## src/design/ebsc_pkg.sv

```systemverilog
// Package with constants and types of the external bus strobe control block.
package ebsc_pkg;
    // Widths of the internal request path and of the external pins.
    localparam int ADDR_W     = 20;
    localparam int DATA_W     = 16;
    localparam int SPACE_W    = 2;
    localparam int SEL_W      = 4;
    // Request word layout: write flag, word flag, space, address, data.
    localparam int REQ_W      = 1 + 1 + SPACE_W + ADDR_W + DATA_W;
    localparam int FIFO_DEPTH = 32;
    localparam int FIFO_AW    = 5;
    // Timing of one access, in system clock cycles at 50 ns each.
    localparam int CLK_PERIOD_NS = 50;
    localparam int ALE_TIME_NS   = 50;
    localparam int ALE_CYCLES    = (ALE_TIME_NS + CLK_PERIOD_NS - 1)
                                   / CLK_PERIOD_NS;
    localparam int STB_TIME_NS   = 100;
    localparam int STB_CYCLES    = (STB_TIME_NS + CLK_PERIOD_NS - 1)
                                   / CLK_PERIOD_NS;
    localparam logic [1:0] CNT_ONE = 2'h1;
    // Inactive level of the bus strobes.
    localparam logic STROBE_IDLE = 1'b1;
    // Bus cycle states.
    typedef enum logic [2:0] {
        EBSC_IDLE,
        EBSC_ADDR,
        EBSC_STROBE,
        EBSC_WAIT,
        EBSC_HOLD
    } ebsc_state_type;
endpackage : ebsc_pkg

```

## src/design/ebsc_fifo.sv

```systemverilog
// Request FIFO with parameterised width and depth.
`timescale 1ns/1ps
`default_nettype none
module ebsc_fifo #(
    parameter int WIDTH = 8,
    parameter int DEPTH = 32,
    parameter int AW    = 5
) (
    // Clock and reset.
    input  wire logic             i_clk_sys,
    input  wire logic             i_rst_n,
    // Filling side.
    input  wire logic             i_in_valid,
    output logic                  o_in_ready,
    input  wire logic [WIDTH-1:0] i_in_data,
    // Draining side.
    output logic                  o_out_valid,
    input  wire logic             i_out_ready,
    output logic [WIDTH-1:0]      o_out_data
);
    // Storage entries and pointers, one bit wider for full detection.
    logic [WIDTH-1:0] mem [DEPTH];
    logic [AW:0]      wr_ptr;
    logic [AW:0]      rd_ptr;
    logic [AW:0]      next_wr_ptr;
    logic [AW:0]      next_rd_ptr;
    logic             do_push;
    logic             do_pop;

    // Full when pointers differ only in the wrap bit; empty when equal.
    assign o_in_ready  = !((wr_ptr[AW] != rd_ptr[AW]) &&
                           (wr_ptr[AW-1:0] == rd_ptr[AW-1:0]));
    assign o_out_valid = (wr_ptr != rd_ptr);
    assign o_out_data  = mem[rd_ptr[AW-1:0]];
    assign do_push     = i_in_valid && o_in_ready;
    assign do_pop      = o_out_valid && i_out_ready;

    // Pointer advance.
    always_comb begin
        next_wr_ptr = do_push ? wr_ptr + 1'b1 : wr_ptr;
        next_rd_ptr = do_pop ? rd_ptr + 1'b1 : rd_ptr;
    end

    // Pointer registers.
    always_ff @(posedge i_clk_sys) begin
        if (!i_rst_n) begin
            wr_ptr <= '0;
            rd_ptr <= '0;
        end else begin
            wr_ptr <= next_wr_ptr;
            rd_ptr <= next_rd_ptr;
        end
    end

    // Entry storage; one generate loop writes the addressed entry.
    for (genvar g = 0; g < DEPTH; g++) begin : g_entry
        always_ff @(posedge i_clk_sys) begin
            if (do_push && (wr_ptr[AW-1:0] == AW'(g))) begin
                mem[g] <= i_in_data;
            end
        end
    end
endmodule : ebsc_fifo
`default_nettype wire

```

## src/design/ebsc_top.sv

```systemverilog
// External bus strobe control: request FIFO, bus sequencer and strobes.
// What this block does
// Separate scheme writes even bytes on low strobe.
// Separate scheme writes odd bytes on high strobe.
// Read strobe low while reading external data.
// Single scheme writes with common write strobe.
// Single scheme drives upper enable low odd.
// Single scheme suits an eight-bit data bus.
// Mode input selects which strobe scheme applies.
// Hold request low stops new bus cycles.
// Release grant low in hold, else high.
// Address latch strobe pulses for external latch.
// Ready low keeps the cycle from completing.
// Eight-bit mode shares low lines address/data.
// Four space selects name the target space.
// Strobes inactive high outside cycles, reset, hold.
// Whole wait cycles while ready low.
`timescale 1ns/1ps
`default_nettype none
module ebsc_top (
    // Clock and reset.
    input  wire logic                          i_clk_sys,
    input  wire logic                          i_rst_n,
    // Configuration levels from the core.
    input  wire logic                          i_single_strobe_mode,
    input  wire logic                          i_mux8_mode,
    // Access requests from the core.
    input  wire logic                          i_req_valid,
    output logic                               o_req_ready,
    input  wire logic                          i_req_write,
    input  wire logic                          i_req_word,
    input  wire logic [ebsc_pkg::SPACE_W-1:0]  i_req_space,
    input  wire logic [ebsc_pkg::ADDR_W-1:0]   i_req_addr,
    input  wire logic [ebsc_pkg::DATA_W-1:0]   i_req_wdata,
    // Read answers to the core.
    output logic                               o_rsp_valid,
    output logic [ebsc_pkg::DATA_W-1:0]        o_rsp_rdata,
    // External bus pins.
    output logic [ebsc_pkg::ADDR_W-1:0]        o_addr,
    input  wire logic [ebsc_pkg::DATA_W-1:0]   i_data,
    output logic [ebsc_pkg::DATA_W-1:0]        o_data,
    output logic                               o_data_oe,
    output logic [ebsc_pkg::SEL_W-1:0]         o_space_select_lines_n,
    output logic                               o_address_latch_strobe,
    output logic                               o_low_byte_write_strobe_n,
    output logic                               o_high_byte_write_strobe_n,
    output logic                               o_read_strobe_n,
    input  wire logic                          i_bus_release_request_n,
    output logic                               o_bus_release_grant_n,
    input  wire logic                          i_ready_n
);
    import ebsc_pkg::*;

    // Pin synchronisers; stage one is read only by stage two.
    logic hold_s1;
    logic hold_s2;
    logic rdy_s1;
    logic rdy_s2;
    logic [DATA_W-1:0] din_s1;
    logic [DATA_W-1:0] din_s2;

    // Sequencer state and the latched request.
    ebsc_state_type    state;
    ebsc_state_type    next_state;
    logic [1:0]        cnt;
    logic [1:0]        next_cnt;
    logic [REQ_W-1:0]  cur;
    logic [REQ_W-1:0]  next_cur;

    // Registered pin and answer values.
    logic [ADDR_W-1:0] addr_q;
    logic [ADDR_W-1:0] next_addr_q;
    logic [DATA_W-1:0] dout_q;
    logic [DATA_W-1:0] next_dout_q;
    logic              oe_q;
    logic              next_oe_q;
    logic [SEL_W-1:0]  sel_q;
    logic [SEL_W-1:0]  next_sel_q;
    logic              ale_q;
    logic              next_ale_q;
    logic              wrl_q;
    logic              next_wrl_q;
    logic              wrh_q;
    logic              next_wrh_q;
    logic              rd_q;
    logic              next_rd_q;
    logic              grant_q;
    logic              next_grant_q;
    logic              rsp_v;
    logic              next_rsp_v;
    logic [DATA_W-1:0] rsp_d;
    logic [DATA_W-1:0] next_rsp_d;
    logic              rsp_pend;      // Read ended; synced data is due.
    logic              next_rsp_pend; // Two-flop data lags the pins.

    // FIFO draining side.
    logic              f_valid;
    logic              f_ready;
    logic [REQ_W-1:0]  f_data;

    // Fields of the current request.
    logic              c_write;
    logic              c_word;
    logic [SPACE_W-1:0] c_space;
    logic [ADDR_W-1:0] c_addr;
    logic [DATA_W-1:0] c_wdata;
    logic              c_odd;
    assign {c_write, c_word, c_space, c_addr, c_wdata} = cur;
    assign c_odd = c_addr[0];

    // Requests queue here so the core can run ahead of slow memory.
    ebsc_fifo #(
        .WIDTH (REQ_W),
        .DEPTH (FIFO_DEPTH),
        .AW    (FIFO_AW)
    ) u_fifo (
        .i_clk_sys   (i_clk_sys),
        .i_rst_n     (i_rst_n),
        .i_in_valid  (i_req_valid),
        .o_in_ready  (o_req_ready),
        .i_in_data   ({i_req_write, i_req_word, i_req_space,
                       i_req_addr, i_req_wdata}),
        .o_out_valid (f_valid),
        .i_out_ready (f_ready),
        .o_out_data  (f_data)
    );

    // The sequencer only pops when it may start a cycle.
    assign f_ready = (state == EBSC_IDLE) && hold_s2;

    // Two-flop synchronisers on asynchronous pins.
    always_ff @(posedge i_clk_sys) begin
        if (!i_rst_n) begin
            hold_s1 <= 1'b1;
            hold_s2 <= 1'b1;
            rdy_s1  <= 1'b1;
            rdy_s2  <= 1'b1;
            din_s1  <= '0;
            din_s2  <= '0;
        end else begin
            hold_s1 <= i_bus_release_request_n;
            hold_s2 <= hold_s1;
            rdy_s1  <= i_ready_n;
            rdy_s2  <= rdy_s1;
            din_s1  <= i_data;
            din_s2  <= din_s1;
        end
    end

    // Next-state logic of the bus sequencer and its pins.
    always_comb begin
        next_state   = state;
        next_cnt     = cnt;
        next_cur     = cur;
        next_addr_q  = addr_q;
        next_dout_q  = dout_q;
        next_oe_q    = 1'b0;
        next_sel_q   = {SEL_W{STROBE_IDLE}};
        next_ale_q   = 1'b0;
        next_wrl_q   = STROBE_IDLE;
        next_wrh_q   = STROBE_IDLE;
        next_rd_q    = STROBE_IDLE;
        next_grant_q = STROBE_IDLE;
        next_rsp_pend = 1'b0;
        next_rsp_v   = rsp_pend;
        next_rsp_d   = rsp_pend ? din_s2 : rsp_d;
        case (state)
            EBSC_IDLE: begin
                // Hold takes priority over queued work.
                if (!hold_s2) begin
                    next_state   = EBSC_HOLD;
                    next_grant_q = 1'b0;
                end else if (f_valid) begin
                    next_cur    = f_data;
                    next_addr_q = f_data[DATA_W +: ADDR_W];
                    next_cnt    = 2'(ALE_CYCLES);
                    next_ale_q  = 1'b1;
                    // In 8-bit multiplexed mode the low lines carry
                    // the address during the latch phase.
                    if (i_mux8_mode) begin
                        next_dout_q = {{(DATA_W-8){1'b0}},
                                       f_data[DATA_W +: 8]};
                        next_oe_q   = 1'b1;
                    end
                    next_sel_q  = ~(SEL_W'(1) <<
                                    f_data[DATA_W+ADDR_W +: SPACE_W]);
                    next_state  = EBSC_ADDR;
                end
            end
            EBSC_ADDR: begin
                next_sel_q = sel_q;
                next_ale_q = (cnt != CNT_ONE);
                next_oe_q  = oe_q && (cnt != CNT_ONE);
                if (cnt == CNT_ONE) begin
                    next_cnt    = 2'(STB_CYCLES);
                    next_state  = EBSC_STROBE;
                    // Low lines switch from address to data.
                    next_dout_q = c_wdata;
                    next_oe_q   = c_write;
                    next_rd_q   = c_write;
                    if (i_single_strobe_mode) begin
                        next_wrl_q = !c_write;
                        next_wrh_q = !(c_word || c_odd);
                    end else begin
                        next_wrl_q = !(c_write && (c_word || !c_odd));
                        next_wrh_q = !(c_write && (c_word || c_odd));
                    end
                end else begin
                    next_cnt = cnt - 1'b1;
                end
            end
            EBSC_STROBE, EBSC_WAIT: begin
                next_sel_q = sel_q;
                next_wrl_q = wrl_q;
                next_wrh_q = wrh_q;
                next_rd_q  = rd_q;
                next_oe_q  = oe_q;
                if (cnt != CNT_ONE) begin
                    next_cnt = cnt - 1'b1;
                end else if (!rdy_s2) begin
                    next_state = EBSC_WAIT;
                end else begin
                    // Ready high: end the access this cycle.
                    next_state = EBSC_IDLE;
                    next_wrl_q = STROBE_IDLE;
                    next_wrh_q = STROBE_IDLE;
                    next_rd_q  = STROBE_IDLE;
                    next_oe_q  = 1'b0;
                    next_sel_q = {SEL_W{STROBE_IDLE}};
                    next_rsp_pend = !c_write;
                end
            end
            EBSC_HOLD: begin
                // Strobes stay high and the grant low until release.
                next_grant_q = hold_s2;
                if (hold_s2) begin
                    next_state = EBSC_IDLE;
                end
            end
            default: begin
                next_state = EBSC_IDLE;
            end
        endcase
    end

    // Sequencer registers; reset forces every strobe inactive.
    always_ff @(posedge i_clk_sys) begin
        if (!i_rst_n) begin
            state   <= EBSC_IDLE;
            cnt     <= '0;
            cur     <= '0;
            addr_q  <= '0;
            dout_q  <= '0;
            oe_q    <= 1'b0;
            sel_q   <= {SEL_W{STROBE_IDLE}};
            ale_q   <= 1'b0;
            wrl_q   <= STROBE_IDLE;
            wrh_q   <= STROBE_IDLE;
            rd_q    <= STROBE_IDLE;
            grant_q <= STROBE_IDLE;
            rsp_v   <= 1'b0;
            rsp_d   <= '0;
            rsp_pend <= 1'b0;
        end else begin
            state   <= next_state;
            cnt     <= next_cnt;
            cur     <= next_cur;
            addr_q  <= next_addr_q;
            dout_q  <= next_dout_q;
            oe_q    <= next_oe_q;
            sel_q   <= next_sel_q;
            ale_q   <= next_ale_q;
            wrl_q   <= next_wrl_q;
            wrh_q   <= next_wrh_q;
            rd_q    <= next_rd_q;
            grant_q <= next_grant_q;
            rsp_v   <= next_rsp_v;
            rsp_d   <= next_rsp_d;
            rsp_pend <= next_rsp_pend;
        end
    end

    // Pin drivers straight from flip-flops.
    assign o_addr                     = addr_q;
    assign o_data                     = dout_q;
    assign o_data_oe                  = oe_q;
    assign o_space_select_lines_n     = sel_q;
    assign o_address_latch_strobe     = ale_q;
    assign o_low_byte_write_strobe_n  = wrl_q;
    assign o_high_byte_write_strobe_n = wrh_q;
    assign o_read_strobe_n            = rd_q;
    assign o_bus_release_grant_n      = grant_q;
    assign o_rsp_valid                = rsp_v;
    assign o_rsp_rdata                = rsp_d;

    // Checks on the strobe relations.
    AST_HOLD_QUIET: assert property (@(posedge i_clk_sys) disable iff (!i_rst_n)
        !o_bus_release_grant_n |-> (o_read_strobe_n &&
            o_low_byte_write_strobe_n && o_high_byte_write_strobe_n))
        else $error("Strobe active while bus granted away.");
    AST_GRANT_LOW: assert property (@(posedge i_clk_sys) disable iff (!i_rst_n)
        (state == EBSC_HOLD) |-> !o_bus_release_grant_n)
        else $error("Grant high in hold state.");
    AST_HOLD_ENTRY: assert property (@(posedge i_clk_sys) disable iff (!i_rst_n)
        (state == EBSC_IDLE && !hold_s2) |=> (state == EBSC_HOLD))
        else $error("Hold request not honoured.");
    AST_READY_WAIT: assert property (@(posedge i_clk_sys) disable iff (!i_rst_n)
        (state == EBSC_WAIT && !rdy_s2) |=> (state == EBSC_WAIT))
        else $error("Cycle completed while ready low.");
    AST_READY_END: assert property (@(posedge i_clk_sys) disable iff (!i_rst_n)
        (state == EBSC_WAIT && rdy_s2) |=> (state == EBSC_IDLE &&
            o_read_strobe_n))
        else $error("Access not ended after ready.");
    AST_ALE_FIRST: assert property (@(posedge i_clk_sys) disable iff (!i_rst_n)
        $rose(o_address_latch_strobe) |-> ##1 !o_address_latch_strobe
            ##[1:3] (!o_read_strobe_n || !o_low_byte_write_strobe_n ||
                     !o_high_byte_write_strobe_n))
        else $error("Address strobe not followed by access.");
    AST_SEP_EVEN: assert property (@(posedge i_clk_sys) disable iff (!i_rst_n)
        (!i_single_strobe_mode && !o_high_byte_write_strobe_n && !c_word)
            |-> c_odd && o_low_byte_write_strobe_n)
        else $error("High strobe on even byte write.");
    AST_SEP_ODD: assert property (@(posedge i_clk_sys) disable iff (!i_rst_n)
        (!i_single_strobe_mode && !o_low_byte_write_strobe_n && !c_word)
            |-> !c_odd)
        else $error("Low strobe on odd byte write.");
    AST_SINGLE_WR: assert property (@(posedge i_clk_sys) disable iff (!i_rst_n)
        (i_single_strobe_mode && state == EBSC_STROBE && c_write)
            |-> !o_low_byte_write_strobe_n &&
                (o_high_byte_write_strobe_n == !(c_word || c_odd)))
        else $error("Single scheme strobes wrong.");
    AST_SEL_ONEHOT: assert property (@(posedge i_clk_sys) disable iff (!i_rst_n)
        (state == EBSC_STROBE) |-> $onehot(~o_space_select_lines_n))
        else $error("Space select not one-hot.");
    COV_READ: cover property (@(posedge i_clk_sys) $fell(o_read_strobe_n));
    COV_WAIT: cover property (@(posedge i_clk_sys) state == EBSC_WAIT);
    COV_HOLD: cover property (@(posedge i_clk_sys) state == EBSC_HOLD);
    COV_SINGLE: cover property (@(posedge i_clk_sys)
        i_single_strobe_mode && !o_low_byte_write_strobe_n);
endmodule : ebsc_top
`default_nettype wire

```

## config.mk

```make
export PLATFORM = sky130hd
export DESIGN_NAME = ebsc_top
export DESIGN_NICKNAME = d
export VERILOG_FILES = /design/src/design/ebsc_pkg.sv /design/src/design/ebsc_fifo.sv /design/src/design/ebsc_top.sv
export SDC_FILE = /design/constraint.sdc
export NUM_CORES = 1
export LEC_CHECK = 0
export BUFFER_PORTS_ARGS = -buffer_cell sky130_fd_sc_hd__buf_2
export CAP_MARGIN = 15
export CORE_UTILIZATION = 45
export DETAILED_ROUTE_END_ITERATION = 16
export HOLD_SLACK_MARGIN = 0.05
export SLEW_MARGIN = 20
export SYNTH_ARGS = -nofsm -noshare
export SYNTH_HDL_FRONTEND = slang
export SYNTH_SLANG_ARGS = --single-unit
```

## constraint.sdc

```tcl
create_clock -name i_clk_sys -period 6.5 [get_ports i_clk_sys]
set_clock_uncertainty 0.05 [all_clocks]
set_input_delay 0.65 -clock i_clk_sys [delete_from_list [all_inputs] [get_ports i_clk_sys]]
set_output_delay 0.65 -clock i_clk_sys [all_outputs]
set_load 0.02 [all_outputs]
```

==> results of run 1 <==
[synth_stat cells (2+ instances only)]
cell type / n
a22oi_1: 50
nand4_1: 4
mux2i_1: 115
o22ai_1: 42
mux4_2: 332
o221ai_1: 9
nand2_1: 54
a21oi_1: 27
nand4b_1: 3
o32a_1: 4
dfxtp_1: 140
a21boi_0: 2
a21o_1: 9
or2_2: 2
ha_1: 9
and2_1: 43
nand3b_1: 3
nor2b_1: 31
a211o_1: 2
xor2_1: 11
buf_6: 17
a311oi_1: 8
edfxtp_1: 1280
o21ai_0: 33
buf_2: 52
clkbuf_1: 54
buf_4: 42
nor2_1: 63
nand2b_1: 25
nand3_1: 19
a211oi_1: 2
and3_1: 6
inv_1: 8
a31oi_1: 11
a22o_1: 4
xnor2_1: 5
[worst max path at each step]
stage / to / slack, ns / cells past startpoint
final: u_fifo.mem[25][38] / 2.68 / 7
after global routing: u_fifo.mem[4][24] / 2.44 / 7
after CTS: u_fifo.mem[1][18] / 2.61 / 7
after detailed placement: u_fifo.mem[1][0] / 2.62 / 7
after global placement: u_fifo.mem[6][18] / 2.63 / 7
after floorplan: u_fifo.mem[16][0] / 2.71 / 7
[kinds of logic (layout without fill, tap and decap cells)]
kind of cell,after synthesis,in the layout,synth area share (%)
buf+inv,174,480,1.86
mux,447,447,16.0
xor+xnor,16,16,0.260
compound gates,210,210,2.61
other cells,0,2,0
flops,1420,1420,76.5
simple gates,262,262,2.51
fa+ha+maj,9,9,0.209
[worst register-to-register path, stage by stage, from the launching register on]
cell and delay, ns:
dfxtp_1 0.59, xor2_1 0.22, nor3_2 0.11, a31oi_1 0.20, buf_4 0.23, nand3b_1 0.59
nor2_4 0.91, buf_4 0.51
[metrics by stage]
step	power [W]	std cells	worst slack (ns)	util [%]	area, sq um
after floorplan	0.0133	2538	2.71	-	53900
after CTS	0.0226	4443	2.61	51.7	61200
after detailed placement	0.0145	4155	2.62	47.6	56400
final	0.0224	4446	2.68	51.7	61200
after global routing	0.0231	4444	2.44	51.7	61200
after global placement	0.0145	4150	2.63	47.5	56300
[registers in the layout, summed over array words and instances, names as in the netlist, 2 cells and up, named ones only]
name	flops
o_rsp_rdata	16
o_space_select_lines_n	4
u_fifo.rd_ptr	6
cnt	2
din_s1	16
u_fifo.wr_ptr	6
cur	38
u_fifo.mem	1280
o_data	16
state	3
din_s2	16
[placed cells by master, fill, tap and decap left out, drive strengths merged, types with 3 or more instances in the layout]
master	synthesis	final
buf	112	184
clkinv	0	50
o22ai	42	42
edfxtp	1280	1280
a22o	4	4
a21oi	27	27
o21ai	34	34
dfxtp	140	140
mux2i	115	115
nand2b	25	25
a311oi	8	8
a31oi	11	11
nor2b	32	32
a21o	9	9
mux4	332	332
ha	9	9
a22oi	50	50
clkbuf	54	196
bufinv	0	7
and2	43	43
inv	8	23
nand3	19	19
xor2	11	11
and3	6	6
nand2	54	54
nand3b	3	3
nand4b	3	3
xnor2	5	5
nor2	64	64
dlygate4sd3	0	18
nand4	4	4
o32a	4	4
o221ai	9	9
[final cells by class]
cell class	instances	share of cell area, %
clock buffers	196	6.55
repair buffers	202	2.28
well taps	1600	3.27
multi-input cells	944	19.4
clock inverters	74	1.01
inverters	8	0.0491
flip-flops and latches	1420	67.4
diodes	2	0.00818
[routing by layer]
metal / vias to the layer above / share of wire (%) / GRT usage, %
met1: 13735 / 42 / 30.5
met5: - / 0 / 0
li1: 10858 / - / -
met2: 1070 / 48 / 34.4
met4: 0 / 2.6 / 6.85
met3: 193 / 7.6 / 4.89
[report_power, final]
group | total, W | switching [W] | internal [W]
clock | 0.00809 | 0.00345 | 0.00464
sequential | 0.0105 | 0.000303 | 0.0102
combinational | 0.00380 | 0.00215 | 0.00164
==> run metrics, run 1 <==
Rows ~130; Hold Fails Final Rpt 0; Max VDD drop approximately 0.29 mV; via count 25856; router iterations before antenna repair 8; post-synth top area cell edfxtp_1; Final setup viols 0; synth warn 0; Tmin final about 3.8 ns; post-route ant nets 0; Post-synth EDFFs ~1300; Startpoint Class flop; die area 121000 sq um; global router's overall resource usage a little over a fifth; most frequent cell on the critical path buf_4; cell family with most CP delay simple AND/OR/NAND/NOR gates; Worst Tran Pin Value 1.12 ns; register area between 40000 and 50000 sq um; CTS tree built; sequential cell area fraction in the yosys report 76.5%; Initial Util around 46%; layout cells sized above 1 approximately 27%; Max Slew Vio Count 0; CTS H-tree depth 4; largest net degree at the start of global routing 96; setup TNS 0 ns; Routed WL per cell slightly below 30 um; synthesized flop and latch total ~1400; Die Width between 300 and 400 um; Hold Path Depth 3; CP max stage cell nor2_4; vias per inst between 5 and 6; Mapped Nets 2610; PD cells around 370 nW/um^2; Area Overhead vs Synth 13.6%; post-CTS setup buffers 0; Top-Level Pins roughly 130; critical-path maximum fanout 21; CTS Buf Count around 150; post-route clock period utilization 58.7%; final hold slack approximately 0.17 ns; Routability Congestion 0.798; WL final approximately 130000 um; Worst EP required a little under 7 ns; Lkg Pwr 19.0 nW; synthesized cell area about 54000 sq um; CP peak stage delay 0.90 ns; max_cap viols 0; R2R setup slack ~2.7 ns; critical path, cell by cell xor2_1, nor3_2, a31oi_1, buf_4, nand3b_1, nor2_4, buf_4; Synth cell types between 50 and 60; Synth top area share 71.3%; Clock Pin Slew Worst Setup and Hold Paths ~0.060 ns; first-pass GRT wire length between 150000 and 200000 um; Max Freq around 260 MHz; NumNets Final between 2000 and 3000; Arr. time, crit path slightly above 4 ns; Worst-Skew Late Latency 0.75 ns; r2r endpoint u_fifo.mem[25][38]; antenna violations before repair 5; RSZ-0062 raised after global routing false; GR Overflow Total 0; layout filler cell count approximately 9200; I/O Buffers between 100 and 150; Multi-input gate area about 12000 sq um; Post-synth ARST share 0%; worst hold path type primary input to flop; DP HPWL approximately 76000 um; Buf/Inv on CP 2; Slew HR between 20% and 30%; Mapped Cells 2538; CTS root buf clkbuf_16; hold buffer count at CTS 18; Die Y around 350 um; Clock Path Buffers 3; Hold Crit Start i_mux8_mode; Area contributors post-synth edfxtp_1 (71%), mux4_2 (14%), dfxtp_1 (5.2%); Residual DRC 0; status finished, final reports clean; CTS resizes 0; Crit. End Element flop; Starting DRT DRC Count roughly 2700; Worst Hold Path EP o_data_oe; critical path type flop to flop; CTS Sinks 1420; vias in the first global route 26668; Main synth FF type edfxtp_1; launch point of the critical path u_fifo.wr_ptr[4]; R2R depth 7; r2r startpoint u_fifo.wr_ptr[4]; core area about 120000 sq um; Syn Area/Cell between 20 and 25 sq um
Power figures use the tool's default switching activity.
==> run 2: changes to the inputs <==
==> constraint.sdc (replaced) <==
create_clock -name i_clk_sys -period 3.4 [get_ports i_clk_sys]
set_clock_uncertainty 0.05 [all_clocks]
set_input_delay 0.34 -clock i_clk_sys [delete_from_list [all_inputs] [get_ports i_clk_sys]]
set_output_delay 0.34 -clock i_clk_sys [all_outputs]
set_load 0.02 [all_outputs]
==> run 2 against run 1 <==
Compared with the run above: highest routed layer is now met5; global-route usage grew 0.32 points; hold slack lost 0.093 ns; setup slack worse by 2.3 ns; maximum frequency rose by 28%; design area increased by 2.1%; die area is the same; total power increased by 91%; clock-buffer cell count up 5; non-clock buffer count up 107; first-iteration DRC count is 10% higher.
==> run metrics, run 2 (same netlist as run 1, synthesis figures left out) <==
post-route ant nets 0; critical path, cell by cell buf_12, buf_12, mux4_2, mux4_2, o22ai_1, nor2_1; PD cells between 600 and 700 nW/um^2; die area 121000 sq um; WL final 133000 um; Clock Pin Slew Worst Setup and Hold Paths approximately 0.060 ns; Lkg Pwr 19.6 nW; Routability Congestion just under 0.8; post-place instance area approximately 57000 sq um; setup TNS 0 ns; Rows 126; Top-Level Pins roughly 130; most common cell after layout, fill and taps aside edfxtp_1; CP peak stage delay roughly 0.75 ns; Die Y 348 um; status finished, final reports clean; Tmin final about 3 ns; total power about 0.043 W; Startpoint Class flop; global router's overall resource usage between 20 and 25%; Worst Tran Pin Value around 1 ns; Residual DRC 0; Largest regs u_fifo.mem: 1280 flops, cur: 38 flops; max_cap viols 0; Routed WL per cell 29.2 um; final instance area between 60000 and 70000 sq um; CTS resizes 0; post-route clock period utilization about 88%; vias in the first global route about 27000; Final setup viols 0; CTS H-tree depth 4; layout cells sized above 1 28.3%; antenna violations before repair 7; final hold slack between 0.07 and 0.08 ns; NumNets Final 2901; CTS Sinks ~1400; Area Overhead vs Synth 16.0%; max reg flops 1280; via count ~27000; I/O Buffers about 130; largest net degree at the start of global routing 93; CTS root buf clkbuf_16; Hold Fails Final Rpt 0; Max Freq 336 MHz; Buf/Inv on CP 2; DP HPWL 75300 um; Clock Path Buffers 3; critical path type flop to flop; Worst-Skew Late Latency ~0.75 ns; Max VDD drop 0.462 mV; GR Overflow Total 0; commonest cells after routing, fill and taps aside edfxtp_1 (1280), mux4_2 (332), clkbuf_16 (151), dfxtp_1 (136), buf_2 (125); Slew HR between 30% and 40%; Crit. End Element flop; worst hold path type primary input to flop; CTS tree built; vias per inst 5.84; CTS Buf Count about 150; fin util approximately 53%; Worst EP required slightly below 4 ns; core area 118000 sq um; critical-path maximum fanout 23; router iterations before antenna repair 7; Arr. time, crit path ~3.5 ns; Starting DRT DRC Count between 2000 and 3000; Max Slew Vio Count 0; RSZ-0062 raised after global routing false; CP max stage cell dfxtp_4; first-pass GRT wire length about 190000 um; cell family with most CP delay multiplexers; Initial Util a little under half; Die Width ~350 um; Reg with most FFs u_fifo.mem
run 2: area by class of cell:
class	count	area, sq um
diodes	2	5.00
multi-input cells	944	11900
clock inverters	68	574
flip-flops and latches	1420	41300
inverters	8	30.0
repair buffers	309	2680
fillers	9098	55900
well taps	1600	2000
clock buffers	201	4060
run 2: per-stage QoR:
stage                     std cells  worst slack, ns
after floorplan                2538           -0.393
after CTS                      4550            0.389
after global placement         4222            0.440
after detailed placement       4222            0.404
final                          4552            0.424
after global routing           4551            0.329
run 2: report_power, final:
group / internal [W] / total [W] / switching [W]
combinational: 0.00345 / 0.00734 / 0.00389
sequential: 0.0195 / 0.0200 / 0.000553
clock: 0.00886 / 0.0155 / 0.00660
run 2: worst paths after layout:
check	from	endpoint	slack [ns]	cells past startpoint
worst max-delay path	flop	cur[2]	0.42	6
worst min-delay path	i_req_addr[7]	u_fifo.mem[15][23]	0.08	1
worst max register to register	flop	cur[2]	0.42	6
worst min register to register	din_s1[12]	din_s2[12]	0.38	1
run 2: repair_timing:
action / 4_1_cts / 5_1_grt
endpoints found under the hold margin: 1092 / 0
hold buffers: 59 / 0
buffers inserted: 0 / 0
setup endpoints to repair: 0 / 0
run 2: metal layers:
metal / part of all wire [%] / global-route usage, %
met5: 0.0053 / 0
met4: 2.1 / 6.05
met3: 7.2 / 3.68
met2: 48 / 35.4
met1: 43 / 31.8
==> run 3: changes to the inputs <==
--- a/config.mk
+++ b/config.mk
@@ -10,6 +10,7 @@
 export CORE_UTILIZATION = 45
 export DETAILED_ROUTE_END_ITERATION = 16
 export HOLD_SLACK_MARGIN = 0.05
+export MAX_ROUTING_LAYER = met4
 export SLEW_MARGIN = 20
 export SYNTH_ARGS = -nofsm -noshare
 export SYNTH_HDL_FRONTEND = slang
==> run 3 against run 2 <==
Compared with the run above: sequential power hardly changed; register-to-register slack barely moved; largest power group unchanged; maximum frequency rose by 0.44%; clock-buffer cell count unchanged; sequential share of layout area barely moved; core utilization about the same; die area stayed put; flip-flop and latch count is the same; global-route usage increased by 0.69 points; critical endpoint unchanged; combinational power is essentially flat; first-iteration DRC count rose by 1.5%.
==> run metrics, run 3 (same netlist as run 1, synthesis figures left out) <==
status finished, final reports clean; Clock Pin Slew Worst Setup and Hold Paths 0.06 ns; core area roughly 120000 sq um; DP Worst Slack 0.404 ns; I/O Buffers 126; R2R depth 6; Initial Util between 40% and 50%; CTS H-tree depth 4; Die Y 348 um; final worst setup slack ~0.44 ns; total power about 0.043 W; Routed WL per cell about 30 um; post-route ant nets 0; layout cells sized above 1 28.3%; RSZ-0062 raised after global routing false; Residual DRC 0; critical-path maximum fanout 23; Largest regs u_fifo.mem: 1280 flops, cur: 38 flops; post-place instance area 57300 sq um; CTS tree built; GR Overflow Total 0; Routability Congestion ~0.80; Arr. time, crit path roughly 3.5 ns; CP peak stage delay between 0.7 and 0.8 ns; DP HPWL 75300 um; Crit. End Element flop; Rows between 100 and 150; first-pass GRT wire length 192000 um; Reg with most FFs u_fifo.mem; router iterations before antenna repair 6; Lkg Pwr 19.6 nW; Worst EP required just under 4 ns; Die Width between 300 and 400 um; Top-Level Pins about 130; critical path type flop to flop; Area Overhead vs Synth 16.0%; Tmin final 2.96 ns; final instance area between 60000 and 70000 sq um; post-route clock period utilization roughly 87%; CTS Buf Count approximately 150; vias per inst 5.83; antenna violations before repair 7; WL final around 130000 um; Clock Path Buffers 3; vias in the first global route ~27000; worst hold path type primary input to flop; Slew HR a little under a third; die area 121000 sq um; register area 41300 sq um; Max Slew Vio Count 0; CTS Sinks roughly 1400; Starting DRT DRC Count between 3000 and 4000; CTS resizes 0; Final setup viols 0; Worst Tran Pin Value 1.02 ns; Max Freq between 300 and 400 MHz; Startpoint Class flop; Max VDD drop between 0.4 and 0.5 mV; final hold slack ~0.079 ns; largest net degree at the start of global routing between 90 and 100; critical path, cell by cell buf_12, buf_12, mux4_2, mux4_2, o22ai_1, nor2_1; max_cap viols 0; commonest cells after routing, fill and taps aside edfxtp_1 (1280), mux4_2 (332), clkbuf_16 (151), dfxtp_1 (136), buf_2 (125); NumNets Final approximately 2900; Worst-Skew Late Latency ~0.76 ns; Hold Path Depth 1; most common cell after layout, fill and taps aside edfxtp_1; CTS root buf clkbuf_16; post-CTS setup buffers 0; Multi-input gate area 11900 sq um; r2r endpoint cur[2]; layout filler cell count about 9100; CP max stage cell dfxtp_4; Hold Fails Final Rpt 0; Hold Crit Start i_req_addr[7]; PD cells a little under 700 nW/um^2; via count about 27000; Worst Hold Path EP u_fifo.mem[15][23]; global router's overall resource usage a little under a quarter; R2R setup slack approximately 0.44 ns; max reg flops 1280
## run 3: changes by cell type in the layout (fill, tap and decap cells not counted)
cell / delta
diode_2: +3
## run 3: area by class of cell
cell class	instances	share of cell area (%)
diodes	5	0.0200
clock buffers	201	6.50
clock inverters	68	0.919
inverters	8	0.0480
multi-input cells	944	19.0
flip-flops and latches	1420	66.0
well taps	1600	3.20
repair buffers	309	4.29
## run 3: stage by stage
step	utilization [%]	instances	TNS (ns)
after global routing	52.8	4554	0
after CTS	52.8	4550	0
final	52.8	4555	0
after global placement	48.4	4222	0
after floorplan	-	2538	-347.94
after detailed placement	48.4	4222	0
## run 3: power breakdown
| part | switching [W] | internal (W) | total [W] |
|---|---|---|---|
| Clock | 0.00662 | 0.00886 | 0.0155 |
| Combinational | 0.00388 | 0.00345 | 0.00733 |
| Sequential | 0.000558 | 0.0195 | 0.0200 |
## run 3: what timing repair did
item,CTS,global route
hold buffers,59,0
endpoints found under the setup margin,0,0
hold endpoints to repair,1092,0
## run 3: worst max-delay path by stage
stage / endpoint / slack [ns] / start
after floorplan: u_fifo.mem[19][0] / -0.39 / u_fifo.wr_ptr[2]
after global placement: cur[2] / 0.44 / flop
after detailed placement: cur[2] / 0.40 / flop
after CTS: cur[2] / 0.39 / flop
after global routing: cur[2] / 0.33 / flop
final: cur[2] / 0.44 / flop
## run 3: worst max-delay path: cells and delay by family (launching register included)
kind / cells / cell delay [ns]
muxes: 2 / 1.07
DFF: 1 / 0.75
buffers and inverters: 2 / 0.53
AOI/OAI and AO/OA: 1 / 0.31
and+or+nand+nor: 1 / 0.09
## run 3: metal layers
layer  up-vias  track usage, %  routed length (um)
met3       181            3.61                9260
met4         0            6.01                2610
met2       967            35.3               63900
met5         -               -                   0
met1     14320            31.9               57400
li1      11069               -                   -
